<file path="src/logic/spss_pkg.sv">
// Constants, register map and types of the sensor power saving sequencer
// Summary of operation
// RULE1: Abort by stop or config discards results
// RULE2: Power-up delay runs before wake-up delay
// RULE3: Reset leaves device in power-off state
// RULE4: Power-off stops clock, registers stay reachable
// RULE5: Power-down request waits for conversion end
// RULE6: Clearing power-down starts timed power-up
// RULE7: Power-off start also via bit/edge, delayed
// RULE8: Single/trigger return to power-off; free-running continues
// RULE9: Host writes 02h, 03h, 80h in order
// RULE10: Power-off leaves only on start condition
// RULE11: Ready falls when programmed measurement starts
// RULE12: Standby adds wake-up delay after power-up
// RULE13: Saving state applied after store or abort
// RULE14: Standby bit changes only in configuration
// RULE15: Start condition leaves standby, then converts
// RULE16: Single-shot end clears start/stop bit
// RULE17: Edge mode ignores edges while busy
// RULE18: Triggers ignored in configuration and pause
// RULE19: Ready follows the real conversion only
// RULE20: Standby held during pause when enabled
// RULE21: Host sets pause long enough to read
// RULE22: Field 011b measures, 000b leaves state unchanged
// RULE23: Ready rises at conversion end, results valid
// RULE24: Bit 7 start/stop, bit 6 power-down, 2:0 field
package spss_pkg;
    // ****************************************
    // Register map and fields
    // ****************************************
    localparam int ADDR_W = 8;
    localparam logic [7:0] OFS_OSR = 8'h00;
    localparam logic [7:0] OFS_CFG3 = 8'h04;
    localparam logic [7:0] OFS_BREAK = 8'h08;
    localparam logic [7:0] OFS_CONV = 8'h0C;
    localparam logic [7:0] OFS_EDGES = 8'h10;
    localparam logic [7:0] OFS_STATUS = 8'h14;
    localparam int BIT_SS = 7;
    localparam int BIT_PD = 6;
    localparam int BIT_SB = 0;
    localparam logic [2:0] DOS_NOP = 3'h0;
    localparam logic [2:0] DOS_CONFIG = 3'h2;
    localparam logic [2:0] DOS_MEAS = 3'h3;
    localparam logic [7:0] RST_BREAK = 8'h19;
    localparam logic [15:0] RST_CONV = 16'h0040;
    localparam logic [7:0] RST_EDGES = 8'h01;

    // ****************************************
    // Timing
    // ****************************************
    localparam int TMR_W = 24;
    localparam int CLK_PERIOD_NS = 8;
    localparam int STARTUP_PD_NS = 1200000;
    localparam int WAKE_SB_NS = 4000;
    localparam int BREAK_STEP_NS = 8000;
    localparam int CONV_UNIT_NS = 1000;
    localparam int STARTUP_PD_CYC = (STARTUP_PD_NS + CLK_PERIOD_NS - 1) / CLK_PERIOD_NS;
    localparam logic [TMR_W-1:0] WAKE_SB_CYC = TMR_W'((WAKE_SB_NS + CLK_PERIOD_NS - 1) / CLK_PERIOD_NS);
    localparam logic [TMR_W-1:0] BREAK_STEP_CYC = TMR_W'(BREAK_STEP_NS / CLK_PERIOD_NS);
    localparam logic [TMR_W-1:0] CONV_UNIT_CYC = TMR_W'(CONV_UNIT_NS / CLK_PERIOD_NS);

    // ****************************************
    // Types
    // ****************************************
    typedef enum logic [1:0] {
        MODE_FREE_RUNNING_MODE = 2'h0,
        MODE_CMD = 2'h1,
        MODE_EDGE_TRIGGERED_MODE = 2'h2,
        MODE_GATED_WINDOW_MODE = 2'h3
    } spss_mode_t;

    typedef enum logic [6:0] {
        ST_PWR_OFF = 7'h01,
        ST_STARTUP = 7'h02,
        ST_WAKE = 7'h04,
        ST_IDLE = 7'h08,
        ST_STANDBY = 7'h10,
        ST_CONV = 7'h20,
        ST_PAUSE = 7'h40
    } spss_state_t;
endpackage

</file>
<file path="src/logic/spss_tmr_if.sv">
// Interface between the sequencer and its delay timer
`timescale 1ns/1ns
interface spss_tmr_if;
    import spss_pkg::*;
    logic load;
    logic [TMR_W-1:0] count;
    logic done;
    modport ctl (output load, output count, input done);
    modport tmr (input load, input count, output done);
endinterface

</file>
<file path="src/logic/spss_sequencer.sv">
// Power saving sequencer of the light sensor core with APB registers
//
// Added by the designer: the APB register port and the placing of the registers.
`timescale 1ns/1ns
module spss_sequencer #(
    parameter int unsigned STARTUP_CYCLES = spss_pkg::STARTUP_PD_CYC
) (
    input wire logic sys_clk,
    input wire logic resetn,
    input wire logic psel,
    input wire logic penable,
    input wire logic pwrite,
    input wire logic [spss_pkg::ADDR_W-1:0] paddr,
    input wire logic [31:0] pwdata,
    output logic [31:0] prdata,
    output logic pready,
    output logic pslverr,
    input wire logic trigger_input,
    output logic ready_out,
    output logic clk_gen_en,
    output logic analog_standby,
    output logic result_store,
    output logic result_discard
);
    import spss_pkg::*;

    // ****************************************
    // Elaboration checks
    // ****************************************
    if (STARTUP_CYCLES < 1 || STARTUP_CYCLES >= (1 << TMR_W)) begin : g_chk
        $error("STARTUP_CYCLES out of timer range");
    end

    localparam logic [TMR_W-1:0] STARTUP_CNT = TMR_W'(STARTUP_CYCLES);

    // ****************************************
    // State
    // ****************************************
    typedef struct packed {
        spss_state_t state;
        logic ss;
        logic pd;
        logic meas;
        logic sb;
        spss_mode_t mode;
        logic [7:0] brk;
        logic [15:0] conversion_time;
        logic [7:0] edges;
        logic go;
        logic [7:0] edge_cnt;
        logic tmr_load;
        logic [TMR_W-1:0] tmr_count;
        logic ready;
        logic clk_en;
        logic sb_en;
        logic store;
        logic discard;
        logic pready;
        logic [31:0] prdata;
        logic pslverr;
        logic trig_s1;
        logic trig_s2;
        logic trig_s3;
    } spss_st_t;

    spss_st_t r_ff;
    spss_st_t nxt_r;

    spss_tmr_if ti ();

    spss_timer u_timer (
        .sys_clk(sys_clk),
        .resetn(resetn),
        .ti(ti)
    );

    assign ti.load = r_ff.tmr_load;
    assign ti.count = r_ff.tmr_count;

    // ****************************************
    // Helpers
    // ****************************************
    // Value times unit in cycles, saturating so a huge setting never wraps short
    function automatic logic [TMR_W-1:0] to_cyc(input logic [15:0] v, input logic [TMR_W-1:0] unit);
        logic [39:0] p;
        p = 40'(v) * 40'(unit);
        if (p[39:TMR_W] != '0) begin
            to_cyc = '1;
        end else begin
            to_cyc = p[TMR_W-1:0];
        end
    endfunction

    // Resting state once a measurement ends or is abandoned
    function automatic spss_state_t rest_state(input logic pd, input logic sb);
        if (pd) begin
            rest_state = ST_PWR_OFF;
        end else if (sb) begin
            rest_state = ST_STANDBY;
        end else begin
            rest_state = ST_IDLE;
        end
    endfunction

    function automatic logic [31:0] read_word(input spss_st_t s, input logic [ADDR_W-1:0] a);
        read_word = '0;
        unique case (a)
            OFS_OSR: begin
                read_word[BIT_SS] = s.ss; // RULE24
                read_word[BIT_PD] = s.pd;
                read_word[2:0] = s.meas ? DOS_MEAS : DOS_CONFIG;
            end
            OFS_CFG3: begin
                read_word[BIT_SB] = s.sb;
                read_word[2:1] = s.mode;
            end
            OFS_BREAK: read_word[7:0] = s.brk;
            OFS_CONV: read_word[15:0] = s.conversion_time;
            OFS_EDGES: read_word[7:0] = s.edges;
            OFS_STATUS: read_word[7:0] = {s.ready, s.state};
            default: read_word = '0;
        endcase
    endfunction

    function automatic logic mapped(input logic [ADDR_W-1:0] a);
        mapped = (a == OFS_OSR) || (a == OFS_CFG3) || (a == OFS_BREAK) ||
            (a == OFS_CONV) || (a == OFS_EDGES) || (a == OFS_STATUS);
    endfunction

    // ****************************************
    // Next-state logic
    // ****************************************
    logic trig_fall;
    logic start_ok;
    logic wr;
    logic abort;

    always_comb begin
        nxt_r = r_ff;
        nxt_r.tmr_load = 1'b0;
        nxt_r.store = 1'b0;
        nxt_r.discard = 1'b0;
        // Pin passes two flops before the edge detector looks at it
        nxt_r.trig_s1 = trigger_input;
        nxt_r.trig_s2 = r_ff.trig_s1;
        nxt_r.trig_s3 = r_ff.trig_s2;
        trig_fall = r_ff.trig_s3 && !r_ff.trig_s2;
        // Only resting states look at a start; configuration ignores triggers
        start_ok = r_ff.meas && r_ff.ss && (!r_ff.mode[1] || trig_fall); // RULE18
        abort = !r_ff.ss || !r_ff.meas;
        wr = psel && penable && r_ff.pready && pwrite;

        // APB: answer in the first access cycle, one wait-free access
        if (psel && !penable) begin
            nxt_r.pready = 1'b1;
            nxt_r.prdata = read_word(r_ff, paddr);
            nxt_r.pslverr = !mapped(paddr);
        end else if (psel && penable && r_ff.pready) begin
            nxt_r.pready = 1'b0;
            nxt_r.pslverr = 1'b0;
        end

        unique case (r_ff.state)
            // Clock and analog off; registers still served on the bus
            ST_PWR_OFF: begin
                if (!r_ff.pd) begin
                    nxt_r.state = ST_STARTUP; // RULE6
                    nxt_r.go = 1'b0;
                    nxt_r.tmr_load = 1'b1;
                    nxt_r.tmr_count = STARTUP_CNT;
                end else if (start_ok) begin
                    nxt_r.state = ST_STARTUP; // RULE7 RULE10
                    nxt_r.go = 1'b1;
                    nxt_r.tmr_load = 1'b1;
                    nxt_r.tmr_count = STARTUP_CNT;
                end
            end
            ST_STARTUP: begin
                if (ti.done) begin
                    if (r_ff.go && !abort) begin
                        // Wake-up delay only after the power-up delay
                        if (r_ff.sb) begin
                            nxt_r.state = ST_WAKE; // RULE2 RULE12
                            nxt_r.tmr_load = 1'b1;
                            nxt_r.tmr_count = WAKE_SB_CYC;
                        end else begin
                            nxt_r.state = ST_CONV;
                            nxt_r.edge_cnt = '0;
                            nxt_r.tmr_load = 1'b1;
                            nxt_r.tmr_count = to_cyc(r_ff.conversion_time, CONV_UNIT_CYC);
                        end
                    end else begin
                        nxt_r.state = r_ff.pd ? ST_PWR_OFF : (r_ff.sb ? ST_STANDBY : ST_IDLE); // RULE6
                    end
                    nxt_r.go = 1'b0;
                end
            end
            ST_WAKE: begin
                if (ti.done) begin
                    if (abort) begin
                        nxt_r.state = rest_state(r_ff.pd, r_ff.sb);
                    end else begin
                        nxt_r.state = ST_CONV; // RULE15
                        nxt_r.edge_cnt = '0;
                        nxt_r.tmr_load = 1'b1;
                        nxt_r.tmr_count = to_cyc(r_ff.conversion_time, CONV_UNIT_CYC);
                    end
                end
            end
            ST_IDLE, ST_STANDBY: begin
                if (start_ok) begin
                    if (r_ff.state == ST_STANDBY) begin
                        nxt_r.state = ST_WAKE; // RULE15
                        nxt_r.tmr_load = 1'b1;
                        nxt_r.tmr_count = WAKE_SB_CYC;
                    end else begin
                        nxt_r.state = ST_CONV;
                        nxt_r.edge_cnt = '0;
                        nxt_r.tmr_load = 1'b1;
                        nxt_r.tmr_count = to_cyc(r_ff.conversion_time, CONV_UNIT_CYC);
                    end
                end else begin
                    nxt_r.state = rest_state(r_ff.pd, r_ff.sb);
                end
            end
            // Edges seen here are counted in every mode; only the gated mode stops on them
            ST_CONV: begin
                if (abort) begin
                    nxt_r.state = rest_state(r_ff.pd, r_ff.sb); // RULE1 RULE13
                    nxt_r.discard = 1'b1;
                end else if ((r_ff.mode == MODE_GATED_WINDOW_MODE) ? (trig_fall && r_ff.edge_cnt + 8'h01 >= r_ff.edges)
                        : ti.done) begin
                    nxt_r.store = 1'b1; // RULE13
                    if (r_ff.mode == MODE_CMD) begin
                        nxt_r.ss = 1'b0; // RULE16
                        nxt_r.state = rest_state(r_ff.pd, r_ff.sb); // RULE5 RULE8
                    end else begin
                        nxt_r.state = ST_PAUSE;
                        nxt_r.tmr_load = 1'b1;
                        nxt_r.tmr_count = to_cyc({8'h00, r_ff.brk}, BREAK_STEP_CYC);
                    end
                end else if (trig_fall) begin
                    nxt_r.edge_cnt = r_ff.edge_cnt + 8'h01; // RULE17
                end
            end
            // Trigger edges fall on deaf ears during the pause
            ST_PAUSE: begin
                if (abort) begin
                    nxt_r.state = rest_state(r_ff.pd, r_ff.sb); // RULE18
                end else if (ti.done) begin
                    if (r_ff.mode == MODE_FREE_RUNNING_MODE) begin
                        // Free-running keeps going even with power-down set
                        if (r_ff.sb) begin
                            nxt_r.state = ST_WAKE; // RULE8
                            nxt_r.tmr_load = 1'b1;
                            nxt_r.tmr_count = WAKE_SB_CYC;
                        end else begin
                            nxt_r.state = ST_CONV;
                            nxt_r.edge_cnt = '0;
                            nxt_r.tmr_load = 1'b1;
                            nxt_r.tmr_count = to_cyc(r_ff.conversion_time, CONV_UNIT_CYC);
                        end
                    end else begin
                        nxt_r.state = rest_state(r_ff.pd, r_ff.sb); // RULE8
                    end
                end
            end
        endcase

        // Register writes; a bus write lands after the hardware clear of start/stop
        if (wr) begin
            unique case (paddr)
                OFS_OSR: begin
                    nxt_r.ss = pwdata[BIT_SS];
                    nxt_r.pd = pwdata[BIT_PD];
                    if (pwdata[2:0] == DOS_MEAS) begin
                        nxt_r.meas = 1'b1; // RULE22
                    end else if (pwdata[2:0] == DOS_CONFIG) begin
                        nxt_r.meas = 1'b0;
                    end
                end
                OFS_CFG3: begin
                    if (!r_ff.meas) begin
                        nxt_r.sb = pwdata[BIT_SB]; // RULE14
                        nxt_r.mode = spss_mode_t'(pwdata[2:1]);
                    end
                end
                OFS_BREAK: nxt_r.brk = pwdata[7:0];
                OFS_CONV: nxt_r.conversion_time = pwdata[15:0];
                OFS_EDGES: nxt_r.edges = pwdata[7:0];
                default: nxt_r.ss = nxt_r.ss;
            endcase
        end

        // Outputs follow the next state so each pin is a plain flop
        nxt_r.ready = (nxt_r.state != ST_CONV); // RULE11 RULE19 RULE23
        nxt_r.clk_en = (nxt_r.state != ST_PWR_OFF); // RULE4
        nxt_r.sb_en = (nxt_r.state == ST_STANDBY) || (nxt_r.state == ST_PAUSE && r_ff.sb); // RULE20
    end

    // ****************************************
    // State register
    // ****************************************
    always_ff @(posedge sys_clk or negedge resetn) begin
        if (!resetn) begin
            r_ff <= '0;
            r_ff.state <= ST_PWR_OFF; // RULE3
            r_ff.pd <= 1'b1;
            r_ff.mode <= MODE_CMD;
            r_ff.brk <= RST_BREAK;
            r_ff.conversion_time <= RST_CONV;
            r_ff.edges <= RST_EDGES;
            r_ff.ready <= 1'b1;
            r_ff.trig_s1 <= 1'b1;
            r_ff.trig_s2 <= 1'b1;
            r_ff.trig_s3 <= 1'b1;
        end else begin
            r_ff <= nxt_r;
        end
    end

    assign prdata = r_ff.prdata;
    assign pready = r_ff.pready;
    assign pslverr = r_ff.pslverr;
    assign ready_out = r_ff.ready;
    assign clk_gen_en = r_ff.clk_en;
    assign analog_standby = r_ff.sb_en;
    assign result_store = r_ff.store;
    assign result_discard = r_ff.discard;
endmodule

</file>
<file path="src/logic/spss_timer.sv">
// Down-counting delay timer with one-cycle done pulse
`timescale 1ns/1ns
module spss_timer (
    input wire logic sys_clk,
    input wire logic resetn,
    spss_tmr_if.tmr ti
);
    import spss_pkg::*;

    typedef struct packed {
        logic run;
        logic [TMR_W-1:0] cnt;
        logic done;
    } spss_tmr_st_t;

    spss_tmr_st_t r_ff;
    spss_tmr_st_t nxt_r;

    // Load restarts the count; a zero count is treated as one cycle
    always_comb begin
        nxt_r = r_ff;
        nxt_r.done = 1'b0;
        if (ti.load) begin
            nxt_r.run = 1'b1;
            nxt_r.cnt = (ti.count == '0) ? TMR_W'(1) : ti.count;
        end else if (r_ff.run) begin
            nxt_r.cnt = r_ff.cnt - TMR_W'(1);
            if (r_ff.cnt == TMR_W'(1)) begin
                nxt_r.run = 1'b0;
                nxt_r.done = 1'b1;
            end
        end
    end

    always_ff @(posedge sys_clk or negedge resetn) begin
        if (!resetn) begin
            r_ff <= '0;
        end else begin
            r_ff <= nxt_r;
        end
    end

    assign ti.done = r_ff.done;
endmodule

</file>
<file path="config.mk">
export PLATFORM = sky130hd
export DESIGN_NAME = spss_sequencer
export DESIGN_NICKNAME = d
export VERILOG_FILES = /design/src/logic/spss_pkg.sv /design/src/logic/spss_tmr_if.sv /design/src/logic/spss_sequencer.sv /design/src/logic/spss_timer.sv
export SDC_FILE = /design/constraint.sdc
export NUM_CORES = 1
export LEC_CHECK = 0
export BUFFER_PORTS_ARGS = -buffer_cell sky130_fd_sc_hd__buf_4
export CAP_MARGIN = 30
export CORE_MARGIN = 4
export CORE_UTILIZATION = 35
export DETAILED_ROUTE_END_ITERATION = 12
export SETUP_SLACK_MARGIN = 0.1
export SKIP_LAST_GASP = 1
export SLEW_MARGIN = 20
export SYNTH_ARGS = -nofsm -noshare
export SYNTH_HDL_FRONTEND = slang
export SYNTH_SLANG_ARGS = --single-unit
</file>
<file path="constraint.sdc">
create_clock -name sys_clk -period 9.7 [get_ports sys_clk]
set_input_delay 0.97 -clock sys_clk [delete_from_list [all_inputs] [get_ports sys_clk]]
set_output_delay 0.97 -clock sys_clk [all_outputs]
set_load 0.03 [all_outputs]
</file>
# After elaboration in Yosys (flattened, before gate mapping)

Cells that the tools add are included.

Bits in registers: 131
Logic and storage cells: 186
Output and inout port bits: 39

Muxes and demuxes: 74
Order comparisons: 1
Reductions and logical operators: 43
Multipliers: 2
Bitwise gates (word level): 1
Add/sub/neg operators: 2
Equality and inequality tests: 36

Operators with widths:

| cell                                                 | number |
|---|---|
| 2-to-1 mux 33 bit                                    | 8 |
| case mux 25 bit (6 select lines)                     | 1 |
| 2-to-1 mux 25 bit                                    | 5 |
| 2-to-1 mux 7 bit                                     | 10 |
| 2-to-1 mux 8 bit                                     | 8 |
| 2-to-1 mux 23 bit                                    | 2 |
| case mux 7 bit (6 select lines)                      | 1 |
| case mux 8 bit (5 select lines)                      | 1 |
| 2-to-1 mux 38 bit                                    | 1 |
| 2-to-1 mux 34 bit                                    | 1 |
| 2-to-1 mux 26 bit                                    | 1 |
| equality test 24 x 1 -> 1 bit, second input constant | 1 |
| zero test 24 bit                                     | 1 |
| 2-to-1 mux 24 bit                                    | 1 |
| 2-to-1 mux 6 bit                                     | 4 |
| subtractor 24 x 1 -> 24 bit, second input constant   | 1 |
| multiplier 16 x 7 -> 23 bit, second input constant   | 1 |
| inequality test 2 bit, second input constant         | 11 |
| 2-to-1 mux 1 bit                                     | 19 |
| case mux 3 bit (6 select lines)                      | 1 |
| equality test 8 x 4 -> 1 bit, second input constant  | 2 |
| equality test 8 x 5 -> 1 bit, second input constant  | 2 |
| 2-to-1 mux 16 bit                                    | 1 |
| multiplier 8 x 7 -> 15 bit, second input constant    | 1 |
| other kinds (36)                                     | 74 |

# Depth between registers and ports, before layout

Gate-level depths: netlist (run 1).

Depth after elaboration: 10
Gate-level depth with buffers: 17
Depth with buffers taken out: 17

# Hierarchy

A second synthesis (run 1) with hierarchy kept.

Cell total of the unflattened synthesis: 1134
Area, all modules: 11015.6 um^2

By module, submodules not included:

| module         | area an instance (um^2) | cells each | seq. area each (um^2) | instances |
|---|---|---|---|---|
| spss_sequencer | 9520.4                  | 965        | 2617.5                | 1 |
| spss_timer     | 1495.2                  | 169        | 650.6                 | 1 |

# Worst setup path after synthesis (run 1)

OpenSTA, ideal clock, no wires.

Path kind: register to register
Start point: register r_ff[90] (netlist name)
End point: register r_ff, in the netlist ti.count[21]
Setup slack: 4985 ps
Period minus slack after synthesis: 4715 ps
Arrival: 4582 ps
Stages on the path, launching flop included: 16
Cells stage by stage: dfstp_2 -> inv_1 -> fa_1 -> fa_1 -> fa_1 -> fa_1 -> inv_1 -> ha_1 -> and3_1 -> o211a_1 -> a2111oi_0 -> o22ai_1 -> a2111o_1 -> a31oi_1 -> xor2_1 -> o21ai_0

Cells in the longest elaborated chain, start to end: 6
Elaborated cells between the ends (all ways): 12
Those cells by class: mul (1); mux (11)

Ends and longest elaborated chain:

| element                              | RTL line              | RTL |
|---|---|---|
| start, declared                      | spss_sequencer.sv:66  | `spss_st_t r_ff;` |
| start signal, assigned               | spss_sequencer.sv:318 | `r_ff <= nxt_r;` |
| multiplier 16 x 7 -> 23 bit (*)      | spss_sequencer.sv:86  | `p = 40'(v) * 40'(unit);` |
| 2-to-1 mux 23 bit                    | spss_sequencer.sv:253 | `if (r_ff.sb) begin` |
| 2-to-1 mux 33 bit                    | spss_sequencer.sv:251 | `if (r_ff.mode == MODE_FREE_RUNNING_MODE) begin` |
| 2-to-1 mux 33 bit                    | spss_sequencer.sv:250 | `end else if (ti.done) begin` |
| 2-to-1 mux 33 bit                    | spss_sequencer.sv:248 | `if (abort) begin` |
| case mux 25 bit (6 select lines) (*) | spss_sequencer.sv:163 | `unique case (r_ff.state)` |

Mark *: on every way between the ends. The rest lies on a longest branch, timed or not. The select of a mux whose other input is x is not followed.
A chain may end at the register's enable or synchronous reset.

# Final worst setup path (run 1)

Same ends and word-level chain as after synthesis.

==> results.toml, run 1 <==
[finish]
n_antenna_cell = 0
final.fill_count = 3029
final_nets = 1406
syn2layout_area_growth_pct = 12.04
mostFrequentLayoutCells = "inv_1 (131), nand2_1 (124), dfrtp_1 (118), o21ai_0 (105), ha_1 (99)"
mostFrequentLayoutCell = "inv_1"
instances_no_fill = 1594
drive_above_1_share = 0.1219
postLayoutCoreUtil = 0.3965
fin_area_um2 = 12100

[cts]
ctsResizeCount = 0
ctsRootBufferMaster = "clkbuf_16"
clkTransAtPathRegs_ns = 0.06
cts_hold_buf = 0
htreeDepth = 4
cts_tree = "done"
clk_path_buf_depth = 2
cts_sinks = 130
clk_latency_ns = 0.43
post_cts_buffers = 0
numCtsBuffers = 17

[sta]
final.period_utilization = 0.5435
maxSlewHeadroom = 0.3893
grt_setup_unrepaired = "false"
setup_viol = 0
tightest_slew_ns = 0.9127
hold_viol = 0
min_period_ns = 5.272
finalClockSkew_ns = 0.01457
maxSlewViolCount = 0
fmax_mhz = 189.7
fin_tns_setup_ns = 0

[logic_synthesis]
synth-simple-area-share = 0.1412
ys_ff_latch = 130
synth_xor_area_frac = 0.05111
syn-cell-area_um2 = 10800
synth_mux_area_frac = 0.03048
ys.flop_type = "dfrtp_1"
syn_avg_cell_area_um2 = 9.340
synth_edf_count = 0
ys_async_sr_fraction = 1.000
synth_cells = 1156
ys_warn_count = 0
ys_seq_area_frac = 0.3027
synth_top_family_by_area = "adder cells"
synth-compound-area-share = 0.1372
ys_types = 67
synth_adder_area_share = 0.2556

[worst_setup_path]
r2r-end = "ti.count[21]"
slowest_delay_ns = 0.58
worstSetupPathType = "reg -> reg"
slowest_stage = "fa_1"
ff2ff_path_depth = 15
worst-r2r-setup-slack_ns = 4.43
worstPathCellList = "inv_1 > fa_1 > fa_1 > fa_1 > fa_1 > inv_1 > ha_1 > a21o_1 > o211a_1 > a2111oi_0 > o22ai_1 > a2111o_1 > a31oi_1 > xor2_1 > o21ai_0"
crit_fanout = 6
regToRegStartpoint = "r_ff[90]"
critPathCapture = "ti.count[21]"
worstPathRequired_ns = 10.00
startpoint = "r_ff[90]"
end_kind = "register"
worst_path_most_repeated_cell = "fa_1"
crit_arrival_ns = 5.57
start_kind = "register"

[placement]
place_inst = 1558
place_area_um2 = 11410
portBuffers = 52
gp_congestion = 0.9294
dp_hpwl_um = 20340

[flow_run]
max_cap_violations = 0

[routing]
firstDrtPassIters = 5
wl_um = 25760
detail-route-antenna-nets = 0
route.detailed.drc = 0
via_per_inst = 5.080
wl_per_cell_um = 16.16
vias = 8097
drtIter0Drc = 582

[power_and_ir_drop]
power.density_nw_per_um2 = 131.2
p_leak_nw = 5.746
p_total_mw = 1.587
ir_drop_uv = 117.4

[global_route]
antenna_found_initial = 0
grt_usage = 0.1571
grt_pass1_vias = 8117
grt_first_pass_wirelength_um = 42900
grt_max_degree = 71
grt_overflow = 0

[floorplan]
rows = 64
pin_count = 85
initial_core_util = 0.3539
die_y_um = 183.6
coreArea_um2 = 30510
die-area_um2 = 33720
die_w_um = 183.6

[hold_path]
min_path_type = "reg -> reg"

[status]
outcome = "complete, no violations"
==> final cells by class <==
| cell class | instances | area, um^2 | area share |
|---|---|---|---|
| Clock buffer | 18 | 429.2 | 0.03548 |
| Clock inverter | 14 | 202.7 | 0.01676 |
| Inverter | 131 | 491.7 | 0.04065 |
| Multi-Input combinational cell | 843 | 6718 | 0.5553 |
| Sequential cell | 130 | 3268 | 0.2702 |
| Tap cell | 396 | 495.5 | 0.04096 |
| Timing Repair Buffer | 62 | 491.7 | 0.04065 |
==> per-layer routing <==
metal  GRT usage  up-vias  share of wire
li1            -     3949              -
met1      0.2306     3927           0.48
met2      0.2437      192           0.45
met3     0.02473       29          0.048
met4     0.03933        0          0.014
met5           0        -              0
==> kinds of logic (layout without fill, tap and decap cells) <==
kind of cell | Yosys count | count (layout)
AO/OA/AOI/OAI | 237 | 237
XOR/XNOR | 63 | 63
adder cells (fa/ha/maj) | 175 | 175
buffers and inverters | 198 | 225
flip-flops | 130 | 130
multiplexers | 30 | 30
other | 1 | 16
AND/OR/NAND/NOR | 322 | 322
==> flip-flops by register name, summed over array words and instances, names as in the netlist, 2 cells and up <==
| name | flops |
|---|---|
| prdata | 16 |
| ti.count | 23 |
| r_ff | 55 |
| nxt_r | 2 |
| u_timer.r_ff | 25 |
==> stage by stage <==
| step | hold slack (ns) | setup WS (ns) |
|---|---|---|
| after global placement | 0.3533 | 4.488 |
| after floorplan | 0.3452 | 4.985 |
| after global routing | 0.3707 | 4.093 |
| after CTS | 0.3648 | 4.404 |
| after detailed placement | 0.3559 | 4.432 |
| final | 0.3642 | 4.428 |
==> power by group <==
| part | internal [mW] | switching, mW |
|---|---|---|
| Combinational | 0.137 | 0.204 |
| Sequential | 0.547 | 0.00451 |
| Clock | 0.434 | 0.261 |
==> worst max-delay path, delay by kind of cell, from the launching register on <==
family                     cells  cell delay (ns)
buffers and inverters          2             0.22
adders and majority gates      5             2.37
DFF                            1             0.57
AOI/OAI and AO/OA              7             1.73
xor gates and xnor gates       1             0.26
==> how the worst min path moves through the flow <==
stage,startpoint,slack (ns),end,cells after the start
detailed placement,nxt_r[1],0.36,nxt_r[0],0
floorplan,nxt_r[1],0.35,nxt_r[0],0
CTS,nxt_r[1],0.36,nxt_r[0],0
global route,nxt_r[1],0.37,nxt_r[0],0
finish,nxt_r[1],0.36,nxt_r[0],0
global placement,nxt_r[1],0.35,nxt_r[0],0
==> cells in the mapped netlist (16+ instances only) <==
| master | instances | area (um^2) |
|---|---|---|
| fa_1 | 76 | 1521 |
| mux2_2 | 23 | 259.0 |
| clkbuf_1 | 33 | 123.9 |
| ha_1 | 99 | 1239 |
| xnor2_1 | 36 | 315.3 |
| nand3_1 | 20 | 100.1 |
| inv_1 | 131 | 491.7 |
| nor2_1 | 70 | 262.8 |
| nand2_1 | 124 | 465.5 |
| nor3_1 | 26 | 130.1 |
| a21oi_1 | 35 | 175.2 |
| dfrtp_1 | 118 | 2953 |
| o21ai_0 | 105 | 525.5 |
| xor2_1 | 27 | 236.5 |
| nor4_1 | 16 | 100.1 |
| buf_4 | 32 | 240.2 |
Note: power is estimated with default switching activity, not from simulation.
==> run 2, diff against run 1 <==
==> constraint.sdc (replaced) <==
create_clock -name sys_clk -period 4.45 [get_ports sys_clk]
set_input_delay 0.445 -clock sys_clk [delete_from_list [all_inputs] [get_ports sys_clk]]
set_output_delay 0.445 -clock sys_clk [all_outputs]
set_load 0.03 [all_outputs]
==> results.toml, run 2 (synthesis gave the netlist of run 1 again) <==
[floorplan]
die_w_um = 183.6
die-area_um2 = 33720
coreArea_um2 = 30510
rows = 64
initial_core_util = 0.3539
pin_count = 85
die_y_um = 183.6

[placement]
dp_hpwl_um = 21320
gp_congestion = 0.9021
place_inst = 1628
dpl_worst_slack_ns = -0.1053
place_area_um2 = 11970
portBuffers = 52

[worst_setup_path]
ff2ff_path_depth = 15
startpoint = "r_ff[90]"
worstSetupPathType = "reg -> reg"
crit_arrival_ns = 4.82
r2r-end = "ti.count[21]"
critPathCapture = "ti.count[21]"
worstPathRequired_ns = 4.75
regToRegStartpoint = "r_ff[90]"
slowest_delay_ns = 0.58
start_kind = "register"
worstPathCellList = "inv_4 > fa_2 > fa_1 > fa_2 > fa_1 > inv_2 > ha_4 > and3_4 > o211a_1 > a2111oi_4 > o22ai_2 > a2111o_1 > a31oi_1 > xor2_1 > o21ai_0"
worst-r2r-setup-slack_ns = -0.07
end_kind = "register"
crit_fanout = 4
slowest_stage = "fa_2"

[sta]
grt_setup_unrepaired = "true"
hold_viol = 0
final.period_utilization = 1.016
min_period_ns = 4.522
fmax_mhz = 221.2
maxSlewViolCount = 0
maxSlewHeadroom = 0.4952
finalClockSkew_ns = 0.01380
setup_ws_ns = -0.07159
setup_viol = 2
tightest_slew_ns = 0.7504

[finish]
top_register = "r_ff"
postLayoutCoreUtil = 0.4219
syn2layout_area_growth_pct = 19.21
largest_register_ff_count = 55
drive_above_1_share = 0.2020
final_nets = 1480
instances_no_fill = 1668
mostFrequentLayoutCells = "buf_4 (131), nand2_1 (124), inv_1 (120), dfrtp_1 (118), o21ai_0 (95)"
mostFrequentLayoutCell = "buf_4"
fin_area_um2 = 12870
n_antenna_cell = 0

[routing]
vias = 8481
drtIter0Drc = 544
wl_per_cell_um = 16.25
wl_um = 27110
route.detailed.drc = 0
via_per_inst = 5.085
detail-route-antenna-nets = 0
firstDrtPassIters = 5

[power_and_ir_drop]
p_leak_nw = 6.102
switching_share = 0.2958
switching_power_mw = 1.076
combinationalPowerShare = 0.251
p_int_mw = 2.562
power.density_nw_per_um2 = 282.6
clockPowerShare = 0.420
ir_drop_uv = 208.5
sequentialPowerShare = 0.330

[cts]
clkTransAtPathRegs_ns = 0.06
clk_latency_ns = 0.43
ctsRootBufferMaster = "clkbuf_16"
cts_sinks = 130
numCtsBuffers = 17
clk_path_buf_depth = 2
htreeDepth = 4
cts_tree = "done"

[global_route]
grt_pass1_vias = 8399
grt_overflow = 0
antenna_found_initial = 0
grt_usage = 0.1612
grt_first_pass_wirelength_um = 43690
grt_max_degree = 98

[hold_path]
min_path_type = "in -> reg"

[status]
violations = "setup timing"
outcome = "finished with violations"

[flow_run]
max_cap_violations = 0
[run 2: changes by cell type in the layout (fill, tap and decap cells not counted), sizes merged]
cell	previous run	this run
buf	61	135
clkbuf	19	18
dlygate4sd3	0	1
clkinvlp	1	2
clkinv	5	4
[run 2: how the worst min path moves through the flow]
stage / start / end / slack (ns) / cells after the start
2_1_floorplan: resetn / analog_standby / 0.15 / 0
3_3_place_gp: nxt_r[1] / nxt_r[0] / 0.35 / 0
3_5_place_dp: nxt_r[1] / nxt_r[0] / 0.35 / 0
4_1_cts: trigger_input / nxt_r[1] / 0.12 / 1
5_1_grt: trigger_input / nxt_r[1] / 0.12 / 1
6_report: trigger_input / nxt_r[1] / 0.13 / 1
[run 2: per-layer routing]
| layer | routed length (um) | track usage | up-vias | share of wire |
|---|---|---|---|---|
| met4 | 414 | 0.04142 | 0 | 0.015 |
| met2 | 12330 | 0.2524 | 210 | 0.45 |
| met5 | 0 | 0 | - | 0 |
| li1 | - | - | 4097 | - |
| met3 | 1289 | 0.02256 | 36 | 0.048 |
| met1 | 13070 | 0.2358 | 4138 | 0.48 |
[run 2: layout make-up]
type                       instances  area [um^2]
timing repair buffer             136         1059
tap                              396        495.5
clock buffer                      18        429.2
inverter                         131        494.2
sequential                       130         3268
clock inverter                    14        203.9
fill                            2954        17640
multi-input combinational        843         6922
[run 2: power groups by stage]
stage          registers (mW)  logic (mW)  clock network (mW)
3_3_place_gp             1.22       0.797                   0
3_5_place_dp             1.22       0.812                   0
5_1_grt                  1.20        1.02                1.61
4_1_cts                  1.20       0.867                1.55
2_1_floorplan            1.22       0.545                   0
6_report                 1.20       0.912                1.53
[run 2: per-stage QoR]
| stage | hold WS, ns | TNS (ns) | power, mW |
|---|---|---|---|
| 3_3_place_gp | 0.3461 | -0.06656 | 2.016 |
| 4_1_cts | 0.1170 | -0.06353 | 3.618 |
| 6_report | 0.1314 | -0.09886 | 3.638 |
| 5_1_grt | 0.1150 | -0.6792 | 3.830 |
| 3_5_place_dp | 0.3516 | -0.2763 | 2.031 |
| 2_1_floorplan | 0.1494 | 0 | 1.768 |
[run 2: worst max-delay path, delay by kind of cell (launching register included)]
family          cells  cell delay, ns
compound gates      6            1.21
xor+xnor            1            0.16
fa+ha+maj           5            2.16
buf+inv             2            0.14
flops               1            0.56
simple gates        1            0.17
[run 2: repair_timing]
action,in CTS,in global routing
pin swaps,10,15
endpoints found under the hold margin,0,25
cloned,0,0
buffers inserted,1,3
setup endpoints to repair,7,10
gates resized for setup,20,25
hold buffers,0,1
